--- config.mk ---
export PLATFORM = sky130hd
export DESIGN_NAME = cior_regs
export DESIGN_NICKNAME = d
export VERILOG_FILES = /design/src/hw/cior_pkg.sv /design/src/hw/cior_event_sync.sv /design/src/hw/cior_regs.sv
export SDC_FILE = /design/constraint.sdc
export NUM_CORES = 1
export LEC_CHECK = 0
export ABC_CLOCK_PERIOD_IN_PS = 2450
export BUFFER_PORTS_ARGS = -buffer_cell sky130_fd_sc_hd__buf_2
export CELL_PAD_IN_SITES_DETAIL_PLACEMENT = 2
export CELL_PAD_IN_SITES_GLOBAL_PLACEMENT = 2
export CORE_UTILIZATION = 33
export CTS_CLUSTER_DIAMETER = 80
export DETAILED_ROUTE_END_ITERATION = 6
export PLACE_DENSITY = 0.87
export SYNTH_ARGS = -nofsm -noshare
export SYNTH_HDL_FRONTEND = slang
export SYNTH_SLANG_ARGS = --single-unit
export TNS_END_PERCENT = 30
--- constraint.sdc ---
create_clock -name mclk -period 2.45 [get_ports mclk]
set_clock_uncertainty 0.1 [all_clocks]
set_input_delay 0.735 -clock mclk [delete_from_list [all_inputs] [get_ports mclk]]
set_output_delay 0.735 -clock mclk [all_outputs]
set_load 0.01 [all_outputs]
--- src/hw/cior_pkg.sv ---
// Package for the core IO control register bank: offsets, fields, reset values, structs
`default_nettype none
package cior_pkg;
  // ==========================================
  // Register offsets in IO space
  localparam logic [2:0] ADDR_ARITH_STATUS_FLAGS = 3'h0;
  localparam logic [2:0] ADDR_UNIT_ENABLE = 3'h1;
  localparam logic [2:0] ADDR_STACK_POINTER = 3'h2;
  localparam logic [2:0] ADDR_CLOCK_MODE = 3'h3;
  localparam logic [2:0] ADDR_INTERRUPT_ENABLE = 3'h4;
  localparam logic [2:0] ADDR_INTERRUPT_REQUEST = 3'h5;
  localparam logic [2:0] ADDR_TIMER_MODE = 3'h6;

  // ==========================================
  // Reset values and fixed bits
  localparam logic [3:0] FLAG_RSVD_ONES = 4'hF;
  localparam logic [1:0] UNIT_ENABLE_RESET = 2'h1;
  localparam logic [7:0] CLOCK_MODE_RESET = 8'hF6;
  localparam logic [7:0] TIMER_MODE_RESET = 8'h00;
  localparam logic [7:0] STACK_POINTER_RESET = 8'h00;
  localparam logic [3:0] INT_RESET = 4'h0;

  // ==========================================
  // Timing and field positions
  // Edges from a pin synchroniser are held back until all three stages have seen the pin
  localparam logic [1:0] SYNC_FILL_DONE = 2'h3;
  // Lowest timer counter bit that can raise the timer event
  localparam int TIMER_TAP_LSB = 8;

  // ==========================================
  // Interrupt source bit positions
  localparam int IRQ_PORT_A_PIN0 = 0;
  localparam int IRQ_PORT_B_PIN0 = 1;
  localparam int IRQ_TIMER = 2;
  localparam int IRQ_CONVERTER = 3;

  // ==========================================
  // Clock source selections
  typedef enum logic [2:0] {
    CIOR_SRC_NONE = 3'h0,
    CIOR_SRC_FAST_DIV1 = 3'h1,
    CIOR_SRC_FAST_DIV2 = 3'h2,
    CIOR_SRC_FAST_DIV4 = 3'h3,
    CIOR_SRC_EXT_DIV1 = 3'h4,
    CIOR_SRC_EXT_DIV2 = 3'h5,
    CIOR_SRC_SLOW_DIV1 = 3'h6,
    CIOR_SRC_OTHER = 3'h7
  } cior_src_t;

  // Flags update from the execution unit
  typedef struct packed {
    logic we_ov;
    logic ov;
    logic we_hc;
    logic hc;
    logic we_c;
    logic c;
    logic we_z;
    logic z;
  } cior_alu_flags_t;

  // IO-space access from the core
  typedef struct packed {
    logic rd;
    logic wr;
    logic [2:0] addr;
    logic [7:0] wdata;
  } cior_io_req_t;

  // Decoded clock-mode controls
  typedef struct packed {
    logic [2:0] sys_clk_sel;
    logic clk_type1;
    logic sys_clk_reserved;
    logic [3:0] sys_div_log2;
    logic sys_src_fast;
    logic sys_src_ext;
    logic sys_src_slow;
    logic fast_internal_rc_en;
    logic slow_internal_rc_en;
    logic watchdog_en;
    logic external_reset_input_sel;
  } cior_clk_ctrl_t;
endpackage : cior_pkg
`default_nettype wire

--- src/hw/cior_event_sync.sv ---
// Three-stage synchroniser with rising/falling edge detection for one pin
`default_nettype none
module cior_event_sync
  import cior_pkg::*;
(
  input wire logic mclk,
  input wire logic arst_n,
  input wire logic pin,
  output logic level,
  output logic rise,
  output logic fall
);
  // ==========================================
  // State
  typedef struct packed {
    logic s1;
    logic s2;
    logic s3;
    logic lvl;
    logic [1:0] fill;
  } cior_sync_state_t;

  cior_sync_state_t st;
  cior_sync_state_t next_st;
  logic primed;
  logic agree;

  assign primed = (st.fill == SYNC_FILL_DONE);
  // A change counts once the second and third stages agree on the new value
  assign agree = (st.s2 == st.s3);

  always_comb begin
    next_st = st;
    next_st.s1 = pin;
    next_st.s2 = st.s1;
    next_st.s3 = st.s2;
    // Level follows the chain until it is full, so a pin idling high gives no false edge after reset
    if (!primed) begin
      next_st.fill = 2'(st.fill + 2'h1);
      next_st.lvl = st.s2;
    end else if (agree) begin
      next_st.lvl = st.s3;
    end
  end

  always_ff @(posedge mclk or negedge arst_n) begin
    if (!arst_n) begin
      st <= '0;
    end else begin
      st <= next_st;
    end
  end

  // One-cycle pulses; a single-cycle glitch never makes the two stages agree
  assign level = st.lvl;
  assign rise = primed & agree & st.s3 & ~st.lvl;
  assign fall = primed & agree & ~st.s3 & st.lvl;
endmodule : cior_event_sync
`default_nettype wire

--- src/hw/cior_regs.sv ---
// Core IO control register bank: status flags, unit enables, stack pointer, clock, interrupts, timer mode
// How it works
// RULE1 - Bits 7 to 4 of the arithmetic status register always read as one.
// RULE2 - Bit 3 holds the signed overflow flag, set when a signed operation overflows.
// RULE3 - Bit 2 holds the half carry flag from the low nibble carry or borrow.
// RULE4 - Bit 1 holds the carry flag, set on carry or borrow and also written by shifts through carry.
// RULE5 - Bit 0 holds the zero flag, set for a zero result and cleared otherwise.
// RULE6 - The unit enable register has unit zero enabled and unit one disabled after reset, upper bits zero.
// RULE7 - The stack pointer is read and written at full width; software keeps bit 0 clear.
// RULE8 - With clock type 0 the system clock field picks fast/4, fast/2, -, ext/4, ext/2, ext, slow/4, slow.
// RULE9 - With clock type 1 the field picks fast/16, fast/8, -, fast/32, fast/64, ext/8, and reserved codes.
// RULE10 - Clock mode bits 4 and 2 enable the fast and slow RC oscillators and reset to one.
// RULE11 - Clock mode bit 1 enables the watchdog and resets to one.
// RULE12 - Clock mode bit 0 makes the shared pin a general IO (0) or the external reset input (1).
// RULE13 - Interrupt enable bits 3 to 0 gate converter, timer, port B pin 0 and port A pin 0 requests.
// RULE14 - Each request bit is set by its event and stays set until software clears it.
// RULE15 - Timer mode bits 7 to 5 pick the timer clock source, reset 000 meaning disabled.
// RULE16 - Timer mode bits 4 to 3 pick a timer prescale of 1, 4, 16 or 64.
// RULE17 - Timer mode bits 2 to 0 pick counter bit 8 to 15 whose rising edge raises the timer event.
`default_nettype none
module cior_regs
  import cior_pkg::*;
#(
  parameter int TIMER_WIDTH = 16
) (
  input wire logic mclk,
  input wire logic arst_n,
  input wire cior_io_req_t io_req,
  output logic [7:0] io_rdata,
  input wire cior_alu_flags_t alu_flags,
  input wire logic [TIMER_WIDTH-1:0] timer_count,
  input wire logic converter_done,
  input wire logic port_a_pin0,
  input wire logic port_b_pin0,
  output logic [3:0] arith_flags,
  output logic [1:0] unit_enable,
  output logic [7:0] stack_pointer,
  output cior_clk_ctrl_t clk_ctrl,
  output logic [2:0] timer_src_sel,
  output logic [6:0] timer_prescale,
  output logic [3:0] interrupt_pending,
  output logic interrupt_any
);
  // ==========================================
  // Parameter check
  if (TIMER_WIDTH != 16) begin : g_bad_width
    $error("cior_regs: TIMER_WIDTH must be 16");
  end

  // ==========================================
  // State
  typedef struct packed {
    logic [3:0] flags;
    logic [1:0] unit_en;
    logic [7:0] sp;
    logic [7:0] clk_mode;
    logic [3:0] int_en;
    logic [3:0] int_req;
    logic [7:0] tmr_mode;
    logic tap_q;
    logic [7:0] rdata;
  } cior_state_t;

  cior_state_t st;
  cior_state_t next_st;

  logic pa_rise;
  logic pa_fall;
  logic pb_rise;
  logic pb_fall;
  logic tap_now;
  logic timer_event;
  logic [3:0] events;
  logic wr_hit;

  // ==========================================
  // Pin synchronisers
  cior_event_sync u_sync_pa (
    .mclk(mclk),
    .arst_n(arst_n),
    .pin(port_a_pin0),
    .level(),
    .rise(pa_rise),
    .fall(pa_fall)
  );

  cior_event_sync u_sync_pb (
    .mclk(mclk),
    .arst_n(arst_n),
    .pin(port_b_pin0),
    .level(),
    .rise(pb_rise),
    .fall(pb_fall)
  );

  // ==========================================
  // Timer event
  // RULE17 selected counter bit
  assign tap_now = timer_count[TIMER_TAP_LSB + st.tmr_mode[2:0]];
  // Edge, not level, so a bit that stays high asks only once
  assign timer_event = tap_now & ~st.tap_q;

  // Both pin edges trigger; edge selection lives outside this bank
  always_comb begin
    events = '0;
    events[IRQ_PORT_A_PIN0] = pa_rise | pa_fall;
    events[IRQ_PORT_B_PIN0] = pb_rise | pb_fall;
    events[IRQ_TIMER] = timer_event;
    events[IRQ_CONVERTER] = converter_done;
  end

  assign wr_hit = io_req.wr;

  // ==========================================
  // Next state
  always_comb begin
    next_st = st;
    next_st.tap_q = tap_now;
    // Software write first; hardware updates below take precedence
    if (wr_hit) begin
      unique case (io_req.addr)
        ADDR_ARITH_STATUS_FLAGS: next_st.flags = io_req.wdata[3:0];
        // RULE6 upper bits kept zero
        ADDR_UNIT_ENABLE: next_st.unit_en = io_req.wdata[1:0];
        // RULE7 full width write
        ADDR_STACK_POINTER: next_st.sp = io_req.wdata;
        ADDR_CLOCK_MODE: next_st.clk_mode = io_req.wdata;
        ADDR_INTERRUPT_ENABLE: next_st.int_en = io_req.wdata[3:0];
        ADDR_INTERRUPT_REQUEST: next_st.int_req = io_req.wdata[3:0];
        ADDR_TIMER_MODE: next_st.tmr_mode = io_req.wdata;
        default: next_st.flags = st.flags;
      endcase
    end
    // RULE2 overflow flag update
    if (alu_flags.we_ov) begin
      next_st.flags[3] = alu_flags.ov;
    end
    // RULE3 half carry update
    if (alu_flags.we_hc) begin
      next_st.flags[2] = alu_flags.hc;
    end
    // RULE4 carry and shift update
    if (alu_flags.we_c) begin
      next_st.flags[1] = alu_flags.c;
    end
    // RULE5 zero flag update
    if (alu_flags.we_z) begin
      next_st.flags[0] = alu_flags.z;
    end
    // RULE14 sticky set wins over clear
    next_st.int_req = next_st.int_req | events;
    // Read data registered for the core
    next_st.rdata = '0;
    if (io_req.rd) begin
      unique case (io_req.addr)
        // RULE1 reserved bits read one
        ADDR_ARITH_STATUS_FLAGS: next_st.rdata = {FLAG_RSVD_ONES, st.flags};
        ADDR_UNIT_ENABLE: next_st.rdata = {6'h00, st.unit_en};
        ADDR_STACK_POINTER: next_st.rdata = st.sp;
        ADDR_CLOCK_MODE: next_st.rdata = st.clk_mode;
        ADDR_INTERRUPT_ENABLE: next_st.rdata = {4'h0, st.int_en};
        ADDR_INTERRUPT_REQUEST: next_st.rdata = {4'h0, st.int_req};
        ADDR_TIMER_MODE: next_st.rdata = st.tmr_mode;
        default: next_st.rdata = 8'h00;
      endcase
    end
  end

  always_ff @(posedge mclk or negedge arst_n) begin
    if (!arst_n) begin
      st.flags <= '0;
      st.unit_en <= UNIT_ENABLE_RESET;
      st.sp <= STACK_POINTER_RESET;
      st.clk_mode <= CLOCK_MODE_RESET;
      st.int_en <= INT_RESET;
      st.int_req <= INT_RESET;
      st.tmr_mode <= TIMER_MODE_RESET;
      st.tap_q <= 1'b0;
      st.rdata <= 8'h00;
    end else begin
      st <= next_st;
    end
  end

  // ==========================================
  // Clock mode decode
  always_comb begin
    clk_ctrl = '0;
    clk_ctrl.sys_clk_sel = st.clk_mode[7:5];
    clk_ctrl.clk_type1 = st.clk_mode[3];
    // RULE10 oscillator enables
    clk_ctrl.fast_internal_rc_en = st.clk_mode[4];
    clk_ctrl.slow_internal_rc_en = st.clk_mode[2];
    // RULE11 watchdog enable
    clk_ctrl.watchdog_en = st.clk_mode[1];
    // RULE12 shared pin role
    clk_ctrl.external_reset_input_sel = st.clk_mode[0];
    if (!st.clk_mode[3]) begin
      // RULE8 type 0 selections
      unique case (st.clk_mode[7:5])
        3'h0: begin clk_ctrl.sys_src_fast = 1'b1; clk_ctrl.sys_div_log2 = 4'h2; end
        3'h1: begin clk_ctrl.sys_src_fast = 1'b1; clk_ctrl.sys_div_log2 = 4'h1; end
        3'h2: clk_ctrl.sys_clk_reserved = 1'b1;
        3'h3: begin clk_ctrl.sys_src_ext = 1'b1; clk_ctrl.sys_div_log2 = 4'h2; end
        3'h4: begin clk_ctrl.sys_src_ext = 1'b1; clk_ctrl.sys_div_log2 = 4'h1; end
        3'h5: clk_ctrl.sys_src_ext = 1'b1;
        3'h6: begin clk_ctrl.sys_src_slow = 1'b1; clk_ctrl.sys_div_log2 = 4'h2; end
        3'h7: clk_ctrl.sys_src_slow = 1'b1;
      endcase
    end else begin
      // RULE9 type 1 selections
      unique case (st.clk_mode[7:5])
        3'h0: begin clk_ctrl.sys_src_fast = 1'b1; clk_ctrl.sys_div_log2 = 4'h4; end
        3'h1: begin clk_ctrl.sys_src_fast = 1'b1; clk_ctrl.sys_div_log2 = 4'h3; end
        3'h3: begin clk_ctrl.sys_src_fast = 1'b1; clk_ctrl.sys_div_log2 = 4'h5; end
        3'h4: begin clk_ctrl.sys_src_fast = 1'b1; clk_ctrl.sys_div_log2 = 4'h6; end
        3'h5: begin clk_ctrl.sys_src_ext = 1'b1; clk_ctrl.sys_div_log2 = 4'h3; end
        default: clk_ctrl.sys_clk_reserved = 1'b1;
      endcase
    end
  end

  // ==========================================
  // Timer mode decode
  // RULE15 clock source field
  assign timer_src_sel = st.tmr_mode[7:5];
  // RULE16 prescale as divisor minus one
  always_comb begin
    unique case (st.tmr_mode[4:3])
      2'h0: timer_prescale = 7'h00;
      2'h1: timer_prescale = 7'h03;
      2'h2: timer_prescale = 7'h0F;
      2'h3: timer_prescale = 7'h3F;
    endcase
  end

  // ==========================================
  // Outputs
  assign io_rdata = st.rdata;
  assign arith_flags = st.flags;
  assign unit_enable = st.unit_en;
  assign stack_pointer = st.sp;
  // RULE13 enable gating
  assign interrupt_pending = st.int_req & st.int_en;
  assign interrupt_any = |interrupt_pending;

  // ==========================================
  // Checks
  a_flag_reserved_ones: assert property (@(posedge mclk) disable iff (!arst_n) // RULE1
    $past(io_req.rd) && $past(io_req.addr) == ADDR_ARITH_STATUS_FLAGS |-> io_rdata[7:4] == 4'hF)
    else $error("reserved flag bits not read as one");
  a_overflow_update: assert property (@(posedge mclk) disable iff (!arst_n) // RULE2
    alu_flags.we_ov |=> arith_flags[3] == $past(alu_flags.ov))
    else $error("overflow flag not updated");
  a_half_carry_update: assert property (@(posedge mclk) disable iff (!arst_n) // RULE3
    alu_flags.we_hc |=> arith_flags[2] == $past(alu_flags.hc))
    else $error("half carry flag not updated");
  a_carry_update: assert property (@(posedge mclk) disable iff (!arst_n) // RULE4
    alu_flags.we_c |=> arith_flags[1] == $past(alu_flags.c))
    else $error("carry flag not updated");
  a_zero_update: assert property (@(posedge mclk) disable iff (!arst_n) // RULE5
    alu_flags.we_z |=> arith_flags[0] == $past(alu_flags.z))
    else $error("zero flag not updated");
  a_sp_full_write: assert property (@(posedge mclk) disable iff (!arst_n) // RULE7
    io_req.wr && io_req.addr == ADDR_STACK_POINTER |=> stack_pointer == $past(io_req.wdata))
    else $error("stack pointer write lost");
  a_request_sticky: assert property (@(posedge mclk) disable iff (!arst_n) // RULE14
    st.int_req[IRQ_TIMER] && !(io_req.wr && io_req.addr == ADDR_INTERRUPT_REQUEST) |=> st.int_req[IRQ_TIMER])
    else $error("timer request dropped without clear");
  a_timer_event_set: assert property (@(posedge mclk) disable iff (!arst_n) // RULE17
    $rose(tap_now) |=> st.int_req[IRQ_TIMER])
    else $error("timer tap edge did not raise request");
  a_pending_gated: assert property (@(posedge mclk) disable iff (!arst_n) // RULE13
    io_req.wr && io_req.addr == ADDR_INTERRUPT_ENABLE && !io_req.wdata[IRQ_CONVERTER]
    |=> !interrupt_pending[IRQ_CONVERTER])
    else $error("converter request not gated");
  a_unit_reserved_zero: assert property (@(posedge mclk) disable iff (!arst_n) // RULE6
    io_req.rd && io_req.addr == ADDR_UNIT_ENABLE |=> io_rdata[7:2] == 6'h00)
    else $error("unit enable reserved bits not zero");
  a_osc_enable_write: assert property (@(posedge mclk) disable iff (!arst_n) // RULE10
    io_req.wr && io_req.addr == ADDR_CLOCK_MODE |=> clk_ctrl.fast_internal_rc_en == $past(io_req.wdata[4])
    && clk_ctrl.slow_internal_rc_en == $past(io_req.wdata[2]))
    else $error("oscillator enables not taken from clock mode");
  a_watchdog_write: assert property (@(posedge mclk) disable iff (!arst_n) // RULE11
    io_req.wr && io_req.addr == ADDR_CLOCK_MODE |=> clk_ctrl.watchdog_en == $past(io_req.wdata[1]))
    else $error("watchdog enable not taken from clock mode");
  a_pin_role_write: assert property (@(posedge mclk) disable iff (!arst_n) // RULE12
    io_req.wr && io_req.addr == ADDR_CLOCK_MODE |=> clk_ctrl.external_reset_input_sel == $past(io_req.wdata[0]))
    else $error("shared pin role not taken from clock mode");
  a_type0_slow_clock: assert property (@(posedge mclk) disable iff (!arst_n) // RULE8
    !clk_ctrl.clk_type1 && clk_ctrl.sys_clk_sel == 3'h7
    |-> clk_ctrl.sys_src_slow && clk_ctrl.sys_div_log2 == 4'h0 && !clk_ctrl.sys_clk_reserved)
    else $error("type 0 slow clock selection wrong");
  a_type1_reserved_codes: assert property (@(posedge mclk) disable iff (!arst_n) // RULE9
    clk_ctrl.clk_type1 && clk_ctrl.sys_clk_sel[2:1] == 2'h3 |-> clk_ctrl.sys_clk_reserved)
    else $error("type 1 reserved code not flagged");
  a_timer_src_write: assert property (@(posedge mclk) disable iff (!arst_n) // RULE15
    io_req.wr && io_req.addr == ADDR_TIMER_MODE |=> timer_src_sel == $past(io_req.wdata[7:5]))
    else $error("timer source not taken from timer mode");
  a_prescale_largest: assert property (@(posedge mclk) disable iff (!arst_n) // RULE16
    st.tmr_mode[4:3] == 2'h3 |-> timer_prescale == 7'h3F)
    else $error("largest timer prescale wrong");
  a_event_beats_clear: assert property (@(posedge mclk) disable iff (!arst_n) // RULE14
    converter_done && io_req.wr && io_req.addr == ADDR_INTERRUPT_REQUEST |=> st.int_req[IRQ_CONVERTER])
    else $error("converter event lost to a same-cycle clear");
endmodule : cior_regs
`default_nettype wire

==> results.md <==
* Outcome: finished with violations
* Failing checks: setup timing
* LEAKAGE at 1.88 nW
* Post-Syn Instances at 283
* Die width at 102 um
* Worst Tran Pin Value at 0.533 ns
* CTS clk-pin slew, worst paths at 0.07 ns
* EDFF count, synth at 0
* First-pass GRT wire length at 14300 um
* Vias in the first global route at 2655
* Diode count at 0
* Final slew viol count at 0
* Syn. warnings at 0
* Post-synth ARST share at 100%
* Gr busiest metal: met2
* Synth cell types at 50
* DR vias/cell at 4.98
* Clk buf depth at 2
* Share of layout cells above drive strength 1 at 43.5%
* Die area at 0.0103 mm^2
* Worst min-delay path class: reg2reg
* Max Fclk at 407 MHz
* Final WS setup at -0.00952 ns
* Clock latency at the later pin of the worst-skew pair at 0.34 ns
* Slowest-stage cell, CP: dfstp_2
* H-tree depth at 3
* Setup_tns at -0.00952 ns
* Hold-fix buffers at CTS at 0
* Avg Inst Size Synth at 11.6 um^2
* CTS Buf Count at 9
* Most frequent cells in the layout: buf_2 (83), dfrtp_1 (51), mux2_1 (26)
* Global route total overflow at 0
* CP arrival at 1.62 ns
* Initial antenna violation count at 0
* Via count at 2397
* R2r worst-path depth at 3
* Final nets at 391
* Setup violations, final at 1
* Fill count at 995
* Starting Density at 34.7%
* Final hold vios at 0
* Drt wl/cell at 19.9 um
* CP max stage delay at 0.64 ns
* Row Count at 35
* Area growth syn-to-layout at 20.3%
* Crit-path leading delay family: flip-flops
* VDD IR max at 0.399 mV
* RSZ-0062 raised after global routing: true
* Post-detail-place hpwl at 6700 um
* Number of remaining DRC errors at 0
* Routed Antenna Nets at 0
* CP startpoint kind: flop
* WP data required at 1.62 ns
* Crit path depth at 3
* Met3 usage in global routing at 5.24%
* Routability cong. at 0.726
* Drt first pass iters at 4
* Commonest non-fill, non-tap cell in the layout: buf_2
* Crit. End Element: primary output
* Setup CP Type: reg2out
* GR Layer Usage met2 at 36.9%
* Multi-input combinational cell area at 0.00141 mm^2
* Root Driver: clkbuf_8
* Largest net degree at the start of global routing at 25
* Total core area at 0.00942 mm^2
* Min Tclk post-route at 2.46 ns
* Hold slack at 0.251 ns
* GRT Total Usage at 19.3%
* PwrDens at 826 mW/mm^2
* Hold depth at 0
* Predominant post-synthesis flop cell: dfrtp_1
* Max-cap violations at 0
* Place WS at 0.196 ns
* Slew HR at 64.5%
* Post-synthesis sequential area ratio at 45.4%
* CTS tree: done
* Met1 usage at 20.3%
* Die Ht at 102 um
* Cell area after synthesis at 0.00327 mm^2
* Max FO, Critical Path at 8
* Seq. cell area at 0.00149 mm^2
* Drt initial violations at 75
* Number of clock sinks at 59
* Final period util at 100%
* Post-Route WL at 9560 um
* # IOs at 95
* Critical-path cell list: inv_1 > nor3b_1 > buf_2
* Port-buffer cells at 84
* #FFs+latches synth at 59
* Worst path buffer plus inverter count at 2
## path summary, 6_finish.rpt
check / start / endpoint / slack [ns]
max: clk_ctrl[14] / clk_ctrl[11] / -0.01
min: u_sync_pb.next_st[4] / u_sync_pb.next_st[3] / 0.25
max reg2reg: st[9] / st[19] / 0.97
min reg2reg: u_sync_pb.next_st[4] / u_sync_pb.next_st[3] / 0.25
max in group asynchronous: arst_n / clk_ctrl[13] / 1.26
min in group asynchronous: arst_n / st[19] / 0.27
## synth_stat cells (6+ instances only)
cell     number  area share [%]
a21oi_1      13             2.0
dfstp_2       7             5.6
mux2i_1      12             3.7
nand2_1       8            0.92
dfrtp_1      52              40
buf_4        39             9.0
and3b_1       8             2.1
o21ai_1      11             1.7
mux2_1       26             9.0
nor2_1        9             1.0
inv_1         8            0.92
buf_6         6             2.1
## kinds of logic (layout without fill, tap and decap cells)
logic type	count (synthesis)	after routing	synth area share [%]
simple gates	65	65	14.1
buf+inv	61	129	13.0
flops	59	59	45.4
mux	47	47	17.2
compound gates	44	44	8.19
fa+ha+maj	3	3	1.07
xor+xnor	3	3	0.804
other cells	1	2	0.115
## per-layer routing
| metal | vias to the layer above | wire length [um] |
|---|---|---|
| met1 | 1234 | 3640 |
| li1 | 1085 | - |
| met3 | 12 | 367 |
| met4 | 0 | 110 |
| met2 | 66 | 5440 |
| met5 | - | 0 |
## per-stage QoR
step	power, mW	area [um^2]	util (%)	cells
floorplan	1.84	3270	-	284
global placement	1.99	3550	37.7	454
detailed placement	2.06	3550	37.7	454
CTS	3.20	3830	40.7	474
global route	3.41	3930	41.8	481
finish	3.25	3930	41.8	481
## cell type report
cell class	count	share of cell area [%]
clock buffer	12	3.69
clock inverter	4	2.48
inverter	8	0.764
multi-input combinational	164	35.9
sequential	59	37.8
tap	129	4.10
timing repair buffer	105	15.3
## registers in the layout (all words and copies together) (netlist names)
name and flops:
clk_ctrl 8, arith_flags 4, unit_enable 2, u_sync_pa.next_st 2, u_sync_pa.level 1, io_rdata 8, u_sync_pa.st 3, u_sync_pb.st 3
stack_pointer 8, u_sync_pb.level 1, st 14, u_sync_pb.next_st 2, timer_src_sel 3
## repair_timing
action,4_1_cts,5_1_grt
endpoints found under the setup margin,5,5
hold endpoints to repair,0,0
gates resized for setup,6,10
setup buffers,4,7
pin swaps,0,2
## power by group
part / internal, mW / leakage, nW / switching, mW
Combinational: 0.434 / 1.08 / 0.425
Sequential: 1.14 / 0.683 / 0.158
Clock: 0.704 / 0.117 / 0.382
(Power assumes the default switching activity.)
